**src/verilog/ddio_pkg.sv**
```systemverilog
// Constants, register map and field layout for the 96-line digital I/O block.
//
// Behaviour
// [RULE_01] Ninety-six lines arranged as four independent groups of twenty-four.
// [RULE_02] Each group: two byte ports plus a third port with independently directed nibbles.
// [RULE_03] Power-up and every reset leave all ninety-six lines as undriven inputs.
// [RULE_04] Interrupt control region is accessed only with full 32-bit words.
// [RULE_05] Host need not touch the bridge configuration region; operation never depends on it.
// [RULE_06] Group n registers sit at digital I/O byte offsets 4n through 4n+3.
// [RULE_07] Host keeps the compatibility-mode bit 12 of the control/status register at one.
// [RULE_08] Bit 8 picks interrupt trigger: zero level (default), one edge.
// [RULE_09] Writing one to bit 10 clears a pending interrupt, in edge mode only.
// [RULE_10] Configuration code 9b hex sets all four port sections of a group to input.
package ddio_pkg;

   // ----------------------------------------------------------------
   // Geometry
   // ----------------------------------------------------------------
   localparam int GROUPS          = 4;
   localparam int GROUP_LINES     = 24;
   localparam int LINES           = GROUPS * GROUP_LINES;

   // ----------------------------------------------------------------
   // Regions and offsets
   // ----------------------------------------------------------------
   localparam logic       REGION_INTCTL   = 1'h0;
   localparam logic       REGION_DIO      = 1'h1;
   localparam logic [7:0] OFS_INT_CSR     = 8'h4c;
   localparam logic [7:0] DIO_GROUP_SPAN  = 8'h04;
   localparam logic [7:0] DIO_LAST_OFS    = 8'h0f;
   localparam logic [1:0] SUB_PORT_A      = 2'h0;
   localparam logic [1:0] SUB_PORT_B      = 2'h1;
   localparam logic [1:0] SUB_PORT_C      = 2'h2;
   localparam logic [1:0] SUB_CONFIG      = 2'h3;
   localparam logic [3:0] BE_FULL_WORD    = 4'hf;

   // ----------------------------------------------------------------
   // Group configuration byte
   // ----------------------------------------------------------------
   localparam logic [7:0] CFG_ALL_INPUT   = 8'h9b;
   localparam int         CFG_MODE_SET    = 7;
   localparam int         CFG_A_IN        = 4;
   localparam int         CFG_CU_IN       = 3;
   localparam int         CFG_B_IN        = 1;
   localparam int         CFG_CL_IN       = 0;
   localparam int         BSR_SEL_LSB     = 1;
   localparam int         BSR_VALUE       = 0;

   // ----------------------------------------------------------------
   // Interrupt control/status fields
   // ----------------------------------------------------------------
   localparam int         CSR_LOCAL_EN    = 0;
   localparam int         CSR_POLARITY    = 1;
   localparam int         CSR_INT_ACTIVE  = 2;
   localparam int         CSR_PCI_EN      = 6;
   localparam int         CSR_EDGE_MODE   = 8;
   localparam int         CSR_EDGE_CLEAR  = 10;
   localparam int         CSR_COMPAT_MODE = 12;
   localparam logic       RST_LOCAL_EN    = 1'h1;
   localparam logic       RST_POLARITY    = 1'h0;
   localparam logic       RST_PCI_EN      = 1'h0;
   localparam logic       RST_EDGE_MODE   = 1'h0;
   localparam logic       RST_COMPAT_MODE = 1'h1;

endpackage : ddio_pkg

```
**src/verilog/ddio_group.sv**
```systemverilog
// One 24-line port group: three ports, configuration byte and line synchronisers.
module ddio_group
   import ddio_pkg::*;
(
   input  wire logic                   core_clk,
   input  wire logic                   resetn,
   input  wire logic                   wr_en,
   input  wire logic [1:0]             sub_addr,
   input  wire logic [7:0]             wdata,
   output logic      [7:0]             rdata,
   input  wire logic [GROUP_LINES-1:0] line_in,
   output logic      [GROUP_LINES-1:0] line_out,
   output logic      [GROUP_LINES-1:0] line_oe
);

   logic [GROUP_LINES-1:0] sync1_q;
   logic [GROUP_LINES-1:0] sync2_q;
   logic [7:0]             cfg_q;
   logic [7:0]             port_a_q;
   logic [7:0]             port_b_q;
   logic [7:0]             port_c_q;
   logic [7:0]             c_set_mask;
   logic [7:0]             c_read;

   // ----------------------------------------------------------------
   // Line synchronisers
   // ----------------------------------------------------------------
   always_ff @(posedge core_clk or negedge resetn)
   begin
      if (!resetn)
      begin
         sync1_q <= '0;
         sync2_q <= '0;
      end
      else
      begin
         sync1_q <= line_in;
         sync2_q <= sync1_q;
      end
   end

   // ----------------------------------------------------------------
   // Configuration
   // ----------------------------------------------------------------
   // A byte with the mode-set bit clear is a port C single-bit command and
   // leaves the directions alone.
   always_ff @(posedge core_clk or negedge resetn)
   begin
      if (!resetn)
         cfg_q <= CFG_ALL_INPUT; // RULE_03
      else if (wr_en && sub_addr == SUB_CONFIG && wdata[CFG_MODE_SET])
         cfg_q <= wdata; // RULE_10
   end

   // ----------------------------------------------------------------
   // Output latches
   // ----------------------------------------------------------------
   assign c_set_mask = 8'h01 << wdata[BSR_SEL_LSB +: 3];

   // A mode set clears every output latch so a direction change never
   // drives stale data onto the field lines.
   always_ff @(posedge core_clk or negedge resetn)
   begin
      if (!resetn)
      begin
         port_a_q <= '0;
         port_b_q <= '0;
         port_c_q <= '0;
      end
      else if (wr_en)
      begin
         case (sub_addr)
            SUB_PORT_A: port_a_q <= wdata;
            SUB_PORT_B: port_b_q <= wdata;
            SUB_PORT_C: port_c_q <= wdata;
            default:
            begin
               if (wdata[CFG_MODE_SET])
               begin
                  port_a_q <= '0;
                  port_b_q <= '0;
                  port_c_q <= '0;
               end
               else if (wdata[BSR_VALUE])
                  port_c_q <= port_c_q | c_set_mask;
               else
                  port_c_q <= port_c_q & ~c_set_mask;
            end
         endcase
      end
   end

   // ----------------------------------------------------------------
   // Drivers: each section follows its own direction bit
   // ----------------------------------------------------------------
   always_ff @(posedge core_clk or negedge resetn)
   begin
      if (!resetn)
      begin
         line_out <= '0;
         line_oe  <= '0; // RULE_03
      end
      else
      begin
         line_out <= {port_c_q, port_b_q, port_a_q};
         line_oe  <= {{4{~cfg_q[CFG_CU_IN]}}, {4{~cfg_q[CFG_CL_IN]}},
                      {8{~cfg_q[CFG_B_IN]}}, {8{~cfg_q[CFG_A_IN]}}}; // RULE_02
      end
   end

   // ----------------------------------------------------------------
   // Read back: inputs show the pins, outputs show the latch
   // ----------------------------------------------------------------
   assign c_read = {cfg_q[CFG_CU_IN] ? sync2_q[23:20] : port_c_q[7:4],
                    cfg_q[CFG_CL_IN] ? sync2_q[19:16] : port_c_q[3:0]}; // RULE_02

   always_comb
   begin
      case (sub_addr)
         SUB_PORT_A: rdata = cfg_q[CFG_A_IN] ? sync2_q[7:0]  : port_a_q;
         SUB_PORT_B: rdata = cfg_q[CFG_B_IN] ? sync2_q[15:8] : port_b_q;
         SUB_PORT_C: rdata = c_read;
         default:    rdata = cfg_q;
      endcase
   end

endmodule // ddio_group

```
**src/verilog/ddio_top.sv**
```systemverilog
// Top of the 96-line digital I/O block: local access port, interrupt CSR, four groups.
module ddio_top
(
   input  wire logic                 core_clk,
   input  wire logic                 resetn,
   input  wire logic                 acc_valid,
   input  wire logic                 acc_write,
   input  wire logic                 acc_region,
   input  wire logic [7:0]           acc_addr,
   input  wire logic [3:0]           acc_be,
   input  wire logic [31:0]          acc_wdata,
   output logic      [31:0]          rd_data,
   output logic                      rd_valid,
   input  wire logic [ddio_pkg::LINES-1:0] dio_in,
   output logic      [ddio_pkg::LINES-1:0] dio_out,
   output logic      [ddio_pkg::LINES-1:0] dio_oe,
   input  wire logic                 irq_src,
   output logic                      pci_int_n
);
   import ddio_pkg::*;

   logic                 dio_hit;
   logic [1:0]           grp_sel;
   logic [GROUPS-1:0]    grp_wr;
   logic [7:0]           grp_rdata [GROUPS];
   logic                 csr_hit;
   logic                 csr_wr;
   logic                 irq_s1_q;
   logic                 irq_s2_q;
   logic                 irq_prev_q;
   logic                 irq_level;
   logic                 local_en_q;
   logic                 polarity_q;
   logic                 pci_en_q;
   logic                 edge_mode_q;
   logic                 compat_q;
   logic                 latched_q;
   logic                 int_active;
   logic [31:0]          csr_word;
   logic [31:0]          rd_d;

   // ----------------------------------------------------------------
   // Elaboration checks
   // ----------------------------------------------------------------
   // The group slicing assumes two byte ports and two nibble halves, so
   // a group of any other width cannot be served.
   if (GROUP_LINES != 32'h18)
   begin : g_bad_group_lines
      $error("A port group must hold twenty-four lines.");
   end

   // The group select is two offset bits wide, so the decode reaches at
   // most four groups.
   if (GROUPS < 32'h1 || GROUPS > 32'h4)
   begin : g_bad_groups
      $error("The group count must lie between one and four.");
   end

   // Every group takes four byte offsets: three ports and a configuration byte.
   if (int'(DIO_LAST_OFS) != GROUPS * int'(DIO_GROUP_SPAN) - 32'h1)
   begin : g_bad_last_ofs
      $error("The last digital offset does not match the group count.");
   end

   // The status register is only written with whole aligned words; reads ignore the byte enables.
   if (OFS_INT_CSR[1:0] != 2'h0)
   begin : g_bad_csr_ofs
      $error("The status register offset must be word aligned.");
   end

   if (LINES != GROUPS * GROUP_LINES)
   begin : g_bad_lines
      $error("The line count must be the group count times the group width.");
   end

   // ----------------------------------------------------------------
   // Address decode
   // ----------------------------------------------------------------
   // Byte enables are ignored here: every digital register is one byte wide.
   assign dio_hit = acc_valid && acc_region == REGION_DIO && acc_addr <= DIO_LAST_OFS;
   assign grp_sel = acc_addr[3:2]; // RULE_06
   // The bridge configuration region is not decoded at all, so nothing here
   // waits on the host to program it.
   assign csr_hit = acc_valid && acc_region == REGION_INTCTL && acc_addr == OFS_INT_CSR;
   // Partial-word writes to the CSR are dropped rather than merged.
   assign csr_wr  = csr_hit && acc_write && acc_be == BE_FULL_WORD; // RULE_04

   // ----------------------------------------------------------------
   // Port groups
   // ----------------------------------------------------------------
   for (genvar g = 0; g < GROUPS; g++)
   begin : g_grp
      assign grp_wr[g] = dio_hit && acc_write && grp_sel == 2'(g); // RULE_06

      ddio_group u_grp
      (
         .core_clk (core_clk),
         .resetn   (resetn),
         .wr_en    (grp_wr[g]),
         .sub_addr (acc_addr[1:0]),
         .wdata    (acc_wdata[7:0]),
         .rdata    (grp_rdata[g]),
         .line_in  (dio_in[g*GROUP_LINES +: GROUP_LINES]),
         .line_out (dio_out[g*GROUP_LINES +: GROUP_LINES]),
         .line_oe  (dio_oe[g*GROUP_LINES +: GROUP_LINES])
      ); // RULE_01
   end

   // ----------------------------------------------------------------
   // Interrupt source synchroniser and edge capture
   // ----------------------------------------------------------------
   always_ff @(posedge core_clk or negedge resetn)
   begin
      if (!resetn)
      begin
         irq_s1_q   <= 1'b0;
         irq_s2_q   <= 1'b0;
         irq_prev_q <= 1'b0;
      end
      else
      begin
         irq_s1_q   <= irq_src;
         irq_s2_q   <= irq_s1_q;
         irq_prev_q <= irq_level;
      end
   end

   // Edge mode expects the polarity bit set to active high; with it clear the
   // latch catches the falling edge of the source instead.
   assign irq_level = polarity_q ? irq_s2_q : ~irq_s2_q;

   // ----------------------------------------------------------------
   // Interrupt control/status register
   // ----------------------------------------------------------------
   always_ff @(posedge core_clk or negedge resetn)
   begin
      if (!resetn)
      begin
         local_en_q  <= RST_LOCAL_EN;
         polarity_q  <= RST_POLARITY;
         pci_en_q    <= RST_PCI_EN;
         edge_mode_q <= RST_EDGE_MODE; // RULE_08
         compat_q    <= RST_COMPAT_MODE;
      end
      else if (csr_wr)
      begin
         local_en_q  <= acc_wdata[CSR_LOCAL_EN];
         polarity_q  <= acc_wdata[CSR_POLARITY];
         pci_en_q    <= acc_wdata[CSR_PCI_EN];
         edge_mode_q <= acc_wdata[CSR_EDGE_MODE]; // RULE_08
         // Stored and read back only; host software is expected to keep it set.
         compat_q    <= acc_wdata[CSR_COMPAT_MODE]; // RULE_07
      end
   end

   // A new edge in the clearing cycle wins, so no event is lost.
   always_ff @(posedge core_clk or negedge resetn)
   begin
      if (!resetn)
         latched_q <= 1'b0;
      else if (!edge_mode_q)
         latched_q <= 1'b0;
      else if (irq_level && !irq_prev_q)
         latched_q <= 1'b1;
      else if (csr_wr && acc_wdata[CSR_EDGE_CLEAR])
         latched_q <= 1'b0; // RULE_09
   end

   assign int_active = edge_mode_q ? latched_q : irq_level; // RULE_08

   always_comb
   begin
      csr_word                  = '0;
      csr_word[CSR_LOCAL_EN]    = local_en_q;
      csr_word[CSR_POLARITY]    = polarity_q;
      csr_word[CSR_INT_ACTIVE]  = int_active;
      csr_word[CSR_PCI_EN]      = pci_en_q;
      csr_word[CSR_EDGE_MODE]   = edge_mode_q;
      csr_word[CSR_COMPAT_MODE] = compat_q;
   end

   // ----------------------------------------------------------------
   // Interrupt request pin
   // ----------------------------------------------------------------
   // Registered so the pin never glitches while the status bits settle.
   always_ff @(posedge core_clk or negedge resetn)
   begin
      if (!resetn)
         pci_int_n <= 1'b1;
      else
         pci_int_n <= ~(int_active && local_en_q && pci_en_q);
   end

   // ----------------------------------------------------------------
   // Read path
   // ----------------------------------------------------------------
   // Unmapped offsets read as zero; the output word holds its last value
   // between reads, so only the rd_valid cycle carries fresh data.
   always_comb
   begin
      rd_d = '0;
      if (dio_hit)
         rd_d = {24'h000000, grp_rdata[grp_sel]};
      else if (csr_hit)
         rd_d = csr_word; // RULE_04
   end

   always_ff @(posedge core_clk or negedge resetn)
   begin
      if (!resetn)
      begin
         rd_data  <= '0;
         rd_valid <= 1'b0;
      end
      else
      begin
         rd_valid <= acc_valid && !acc_write;
         if (acc_valid && !acc_write)
            rd_data <= rd_d;
      end
   end

endmodule // ddio_top

```
**config.mk**
```make
export PLATFORM = sky130hd
export DESIGN_NAME = ddio_top
export DESIGN_NICKNAME = d
export VERILOG_FILES = /design/src/verilog/ddio_pkg.sv /design/src/verilog/ddio_group.sv /design/src/verilog/ddio_top.sv
export SDC_FILE = /design/constraint.sdc
export NUM_CORES = 1
export LEC_CHECK = 0
export ABC_AREA = 1
export BUFFER_PORTS_ARGS = -buffer_cell sky130_fd_sc_hd__buf_4
export CORE_MARGIN = 2
export CORE_UTILIZATION = 45
export DETAILED_ROUTE_END_ITERATION = 10
export PLACE_DENSITY = 0.68
export SETUP_SLACK_MARGIN = 0.5
export SYNTH_ARGS = -nofsm -noshare
export SYNTH_HDL_FRONTEND = slang
export SYNTH_HIERARCHICAL = 1
export SYNTH_SLANG_ARGS = --single-unit
```
**constraint.sdc**
```tcl
create_clock -name core_clk -period 2.18 [get_ports core_clk]
set_clock_uncertainty 0.05 [all_clocks]
set_input_delay 0.436 -clock core_clk [delete_from_list [all_inputs] [get_ports core_clk]]
set_output_delay 0.436 -clock core_clk [all_outputs]
set_load 0.01 [all_outputs]
```
==> results of run 1 <==
-- worst max-delay path, delay by kind of cell, from the launching register on --
kind,cells,cell delay [ps]
buffers and inverters,1,140
AND/OR/NAND/NOR,11,920
flip-flops,1,640
-- cell usage after synthesis, drive strengths merged, types with 5 or more instances --
master,number,share of area (%)
buf,152,5.7
nand2,433,9.0
or2,28,0.96
dfstp,23,3.3
nor3,9,0.56
nand3,154,4.2
dfrtp,430,59
nor2,172,3.7
clkbuf,24,0.49
inv,159,3.3
nand4,29,1.0
clkinv,5,0.11
ha,28,1.9
mux2,8,0.49
o21ai,152,4.2
a21oi,64,1.8
-- placed cells by master (no fill, tap or decap), types with 2 or more instances in the layout --
cell,netlist,routed
dfrtp_1,430,417
nand2_1,430,408
buf_4,103,356
inv_1,154,150
nor2_1,161,145
nand3_1,154,137
o21ai_0,144,113
dlygate4sd3_1,0,99
buf_6,4,91
a21oi_1,64,64
clkbuf_16,0,46
o21ai_1,8,38
nand4_1,29,29
ha_1,28,28
or2_2,28,25
nand2_2,3,23
nor2_2,11,23
dfstp_2,23,23
conb_1,1,22
buf_12,0,20
nand3_2,0,17
clkbuf_1,24,14
dfrtp_2,0,13
inv_2,5,9
nor3_4,5,8
mux2_2,8,8
clkbuf_8,0,7
clkinv_2,1,6
inv_6,0,5
bufinv_16,0,5
nor2_4,0,4
clkinv_1,4,4
or2_4,0,3
nand2_4,0,2
o211ai_2,4,2
o211ai_4,0,2
-- where the power goes --
group,internal (W),switching (W)
clock network,0.00477,0.00333
registers,0.00872,0.000141
logic,0.000681,0.000914
total,0.0142,0.00439
-- metrics by stage --
step	setup slack, ps	power (W)	utilization (%)
after global routing	309	0.0193	62.3
final	368	0.0186	62.3
after detailed placement	-27.6	0.0104	53.6
after floorplan	350	0.00957	-
after global placement	-25.7	0.0104	53.6
after CTS	409	0.0187	61.7
-- cells by family after synthesis --
| kind of cell | share of synthesized area, % |
|---|---|
| XOR/XNOR | 0.0481 |
| AND/OR/NAND/NOR | 19.4 |
| flip-flops | 62.3 |
| AO/OA/AOI/OAI | 6.20 |
| buffers and inverters | 9.58 |
| adder cells (fa/ha/maj) | 1.92 |
| other | 0.0206 |
| multiplexers | 0.494 |
-- final cells by class --
type                    count  area (sq um)
clock buffers              67          1300
clock inverters            18           251
flip-flops and latches    453         11400
well taps                 525           657
multi-input cells        1104          5470
repair buffers            569          5140
inverters                 164           617
fillers                  3198         15000
-- worst max-delay path by stage --
stage,start,end,slack (ps),depth (start not counted)
CTS,g_grp[2].u_grp/cfg_q[1],rd_data[0],410,13
finish,g_grp[1].u_grp/cfg_q[1],rd_data[1],370,12
global placement,acc_addr[0],rd_data[1],-30,13
detailed placement,acc_addr[0],rd_data[4],-30,12
global route,g_grp[2].u_grp/cfg_q[4],rd_data[7],310,13
floorplan,acc_addr[5],g_grp[1].u_grp/port_a_q[0],350,9
-- timing repair --
item / CTS / global route
resized for setup: 120 / 54
setup buffers: 27 / 11
hold buffers: 99 / 0
pin swaps: 26 / 19
endpoints found under the hold margin: 132 / 0
gates cloned: 1 / 0
setup endpoints to repair: 81 / 108
-- sequential cells by signal, indices dropped and copies added (netlist names), 10 cells and up --
signal                count
g_grp.u_grp/sync1_q      96
g_grp.u_grp/port_c_q     32
g_grp.u_grp/line_oe      16
g_grp.u_grp/line_out     96
g_grp.u_grp/sync2_q      96
g_grp.u_grp/port_a_q     32
g_grp.u_grp/port_b_q     32
rd_data                  10
g_grp.u_grp/cfg_q        32
-- routing by layer --
layer  routed length, microns  global-route usage, %  vias up  part of all wire (%)
met5                        0                      0        -                     0
met4                     1450                   8.45        0                   2.9
met3                     3150                   4.23       87                   6.3
met2                    23900                   39.4      490                    48
met1                    21800                   32.0     6851                    43
li1                         -                      -     6740                     -
==> flow_summary.yaml, run 1 <==
sta:
  max_slew.worst_pin.slew_ps: 607
  hold_ws_ps: 45.6
  final_min_period_over_clock_period_pct: 83.1
  report.final.setup_viol: 0
  maxClockFrequency_mhz: 552
  finalHoldViolations: 0
  period_minus_slack_ps: 1810
  final-max-slew-violation-count: 0
  unrepaired_setup_endpoints_after_global_routing: "yes"
  setup-tns-final_ps: 0
  slew_headroom_pct: 59.4
pwr:
  irDropWorstVdd_mv: 0.732
  static-leakage-power_nw: 12.3
  power_per_cell_area_mw_per_mm2: 748
critical_path:
  r2r_start: "g_grp[1].u_grp/cfg_q[1]"
  timing_worst_setup_path_type: "flip-flop to flip-flop"
  r2r_cells: 12
  critical-path-top-cell-by-count: "nor2_1"
  cp_slowest_cell: "dfstp_2"
  worst-r2r-setup-slack_ps: 370
  crit_arrival_ps: 2290
  cpPeakStageDelay_ps: 640
  regToRegEndpoint: "rd_data[1]"
  startpoint_type: "flip-flop"
  path_cells: "buf_12, or2_2, nand3_2, nand2_2, nor2_2, nor2_2, nand3_1, nand2_2, nor2_1, nor2_1, nor2_1, nand2_1"
  critical_path.endpoint_type: "flip-flop"
  worst_ep_required_time_ps: 2660
  worst-path-max-fanout: 8
routing:
  detail_route.drc_violations: 0
  routed_wl_microns: 50300
  detail_route.iter0.violations: 1013
  antenna_violating_nets_post_route: 0
  detail_route.vias_per_cell: 4.89
  detail_route.wl_per_cell_microns: 17.3
  num_vias: 14200
  drt_pass1_iterations: 5
finish:
  finish.instance_area_sq_mm: 0.0248
  layout-drive-gt1-share_pct: 29.7
  final_nets: 2512
  areaGrowthSynthToFinish_pct: 36.1
  n_antenna_cell: 0
  layout.cells.non_filler: 2900
clock_network:
  tritoncts: "yes"
  tritoncts.num_buffers: 46
  clock_path_buffers: 3
  htreeDepth: 2
  clkLatencyLatePin_ps: 590
  cts_sinks: 453
  clock-root-buffer: "clkbuf_16"
  cts.reportedPaths.clkPinSlew_ps: 60
min_path:
  hold_depth: 3
  hold_path_class: "input pin to flip-flop"
  hold_worst_path_end: "edge_mode_q"
  worst_hold_startpoint: "acc_wdata[8]"
yosys:
  synth-edff-count: 0
  synthesis.area_sq_mm: 0.0182
  synth.ff_latch_count: 453
  yosys_warnings: 6
  synth-seq-area-share_pct: 62.3
  syn_area_per_cell_sq_um: 9.72
  synth_top_flop_cell: "dfrtp_1"
  synthesized_instance_count: 1876
  ys_async_sr_fraction_pct: 100
  netlist-cell-type-count: 28
status:
  status: "finished, final reports clean"
global_routing:
  remaining_overflow_grt: 0
  grt_antenna_before_repair: 0
  grt_start_max_net_pins: 58
  first_global_vias: 14200
  grtUsageTotal_pct: 23.9
  grt_first_pass_wirelength_microns: 76700
placement:
  placed_cell_area_sq_mm: 0.0214
  port-buffer-count: 328
  dp.final_hpwl_microns: 33200
  place_inst: 2677
  finalWeightedCongestion: 0.851
floorplanning:
  design.portCount: 372
  floorplan.core_area_sq_mm: 0.0398
  rows: 73
  dieHeight_microns: 205
  die_outline_area_sq_mm: 0.0421
  die_width_microns: 205
  initial_core_util_pct: 45.8
job:
  total_of_max_cap_violations: 0
Power figures use the tool's default switching activity.
==> run 2, diff against run 1 <==
--- a/config.mk
+++ b/config.mk
@@ -5,12 +5,12 @@
 export SDC_FILE = /design/constraint.sdc
 export NUM_CORES = 1
 export LEC_CHECK = 0
-export ABC_AREA = 1
+export ABC_AREA = 0
 export BUFFER_PORTS_ARGS = -buffer_cell sky130_fd_sc_hd__buf_4
 export CORE_MARGIN = 2
 export CORE_UTILIZATION = 45
 export DETAILED_ROUTE_END_ITERATION = 10
-export PLACE_DENSITY = 0.68
+export PLACE_DENSITY = 0.7
 export SETUP_SLACK_MARGIN = 0.5
 export SYNTH_ARGS = -nofsm -noshare
 export SYNTH_HDL_FRONTEND = slang
==> constraint.sdc (replaced) <==
create_clock -name core_clk -period 1.5 [get_ports core_clk]
set_clock_uncertainty 0.05 [all_clocks]
set_input_delay 0.3 -clock core_clk [delete_from_list [all_inputs] [get_ports core_clk]]
set_output_delay 0.3 -clock core_clk [all_outputs]
set_load 0.01 [all_outputs]
==> flow_summary.yaml, run 2 <==
finish:
  layout.core_utilization_pct: 70.1
  fillers: 2710
  final_cell_mix: "dfrtp_1 (412), buf_4 (370), buf_6 (284)"
  areaGrowthSynthToFinish_pct: 53.4
  n_antenna_cell: 0
  final_nets: 2249
  largest_registers: "g_grp.u_grp/line_out (96), g_grp.u_grp/sync1_q (96), g_grp.u_grp/sync2_q (96)"
  layout-drive-gt1-share_pct: 49.5
  mostFrequentLayoutCell: "dfrtp_1"
yosys:
  synth_top_flop_cell: "dfrtp_1"
  synth-seq-area-share_pct: 62.4
  yosysMostFrequentCell: "dfrtp_1"
  synth.ff_latch_count: 453
  syn_area_per_cell_sq_um: 13.1
  synthesis.area_sq_mm: 0.0182
  yosysTopAreaCellShare_pct: 59.1
  yosys_warnings: 6
  netlist.top_cell.by_area: "dfrtp_1"
  ys_async_sr_fraction_pct: 100
  synth.area.top_cells: "dfrtp_1 (59%), mux2_2 (6.4%), mux2i_1 (5.1%)"
  synth.top_cells.by_count: "dfrtp_1 (430), inv_1 (124), mux2_2 (104)"
  synth-edff-count: 0
  synthesized_instance_count: 1394
  netlist-cell-type-count: 59
routing:
  detail_route.iter0.violations: 953
  detail_route.vias_per_cell: 5.10
  detail_route.wl_per_cell_microns: 20.6
  num_vias: 13400
  detail_route.drc_violations: 0
  drt_pass1_iterations: 6
  routed_wl_microns: 54300
  antenna_violating_nets_post_route: 0
min_path:
  hold_path_class: "input pin to flip-flop"
pwr:
  irDropWorstVdd_mv: 0.974
  total_power_w: 0.0280
  power_per_cell_area_mw_per_mm2: 1000
  static-leakage-power_nw: 12.9
critical_path:
  cpPeakStageDelay_ps: 620
  critical_path.startpoint: "g_grp[2].u_grp/cfg_q[1]"
  path_delay_family: "multiplexers"
  r2r_start: "g_grp[2].u_grp/cfg_q[1]"
  critPathBufInv: 1
  timing_worst_setup_path_type: "flip-flop to flip-flop"
  critical_path.endpoint_type: "flip-flop"
  path_cells: "buf_4, mux2_4, a222oi_1, mux2i_1, mux4_2, a22o_1"
  crit_arrival_ps: 2980
  critical_path_cell_count: 6
  timing_endpoint_of_the_critical_path: "rd_data[3]"
  worst-path-max-fanout: 5
  worst-r2r-setup-slack_ps: -1070
  startpoint_type: "flip-flop"
  regToRegEndpoint: "rd_data[3]"
  r2r_cells: 6
  cp_slowest_cell: "dfstp_2"
  worst_ep_required_time_ps: 1910
sta:
  hold_ws_ps: 53.5
  unrepaired_setup_endpoints_after_global_routing: "yes"
  maxClockFrequency_mhz: 389
  final_min_period_over_clock_period_pct: 171
  report.final.setup_viol: 232
  setup-tns-final_ps: -38440
  period_minus_slack_ps: 2570
  max_slew.worst_pin.slew_ps: 524
  setup_ws_ps: -1070
  slew_headroom_pct: 65.0
  final-max-slew-violation-count: 0
  finalHoldViolations: 0
clock_network:
  clock-root-buffer: "clkbuf_16"
  tritoncts: "yes"
  cts.reportedPaths.clkPinSlew_ps: 70
  cts_sinks: 453
  htreeDepth: 2
  clkLatencyLatePin_ps: 590
  tritoncts.num_buffers: 46
  clock_path_buffers: 3
global_routing:
  grtUsageTotal_pct: 26.0
  grt_start_max_net_pins: 36
  remaining_overflow_grt: 0
  first_global_vias: 14300
  grt_antenna_before_repair: 1
  grt_first_pass_wirelength_microns: 82600
floorplanning:
  die_outline_area_sq_mm: 0.0421
  dieHeight_microns: 205
  rows: 73
  initial_core_util_pct: 45.7
  design.portCount: 372
  die_width_microns: 205
  floorplan.core_area_sq_mm: 0.0398
status:
  violations: "negative setup slack"
  status: "finished, violations left"
placement:
  dp.final_hpwl_microns: 37700
  port-buffer-count: 328
  finalWeightedCongestion: 0.894
job:
  total_of_max_cap_violations: 0
-- run 2: per-layer routing --
| layer | GRT usage, % | routed length [microns] | vias up |
|---|---|---|---|
| li1 | - | - | 6037 |
| met1 | 33.9 | 22200 | 6808 |
| met2 | 44.4 | 27500 | 481 |
| met3 | 4.26 | 3050 | 100 |
| met4 | 8.74 | 1600 | 2 |
| met5 | 0 | 16 | - |
-- run 2: kinds of logic after synthesis --
group,Yosys count,share of synthesized area (%)
flops,453,62.4
buf+inv,298,8.49
mux,209,12.9
simple gates,203,6.18
compound gates,201,8.00
fa+ha+maj,28,1.92
other cells,1,0.0206
xor+xnor,1,0.0481
-- run 2: cell type report --
type	count	area (sq um)	area share, %
Clock buffer	59	1290	4.62
Clock inverter	24	362	1.29
Inverter	124	500	1.79
Multi-Input combinational cell	664	6110	21.9
Sequential cell	453	11400	40.8
Tap cell	525	657	2.35
Timing Repair Buffer	786	7610	27.3
-- run 2: stage by stage --
step | area [sq um] | std cells | setup slack (ps)
after detailed placement | 23300 | 2414 | -1080
after global placement | 23300 | 2414 | -1050
after floorplan | 18600 | 1415 | -827
after global routing | 27900 | 2635 | -1120
final | 27900 | 2635 | -1070
after CTS | 27600 | 2625 | -1010
-- run 2: worst min path at each step --
stage / from / endpoint / cells past startpoint
6_report: acc_wdata[1] / g_grp[0].u_grp/port_c_q[1] / 3
5_1_grt: acc_wdata[1] / g_grp[0].u_grp/port_c_q[1] / 3
4_1_cts: acc_wdata[10] / latched_q / 3
3_5_place_dp: resetn / g_grp[3].u_grp/sync2_q[10] / 1
3_3_place_gp: resetn / g_grp[3].u_grp/sync2_q[10] / 1
2_1_floorplan: resetn / edge_mode_q / 0
-- run 2: power by group --
part	switching, W	leakage, nW	internal (W)
Sequential	0.000219	4.89	0.0127
Clock	0.00488	0.797	0.00751
Combinational	0.00139	7.18	0.00140
Total	0.00648	12.9	0.0216
-- run 2: repair_timing --
item,CTS,global route
buffers inserted,28,10
hold buffers,100,0
gates cloned,0,0
endpoints found under the setup margin,363,427
gates resized for setup,362,81
endpoints found under the hold margin,225,0
pin swaps,35,26
-- run 2: worst min-delay path: cells and delay by family --
| kind | cells | cell delay [ps] |
|---|---|---|
| compound gates | 2 | 160 |
| buf+inv | 1 | 190 |
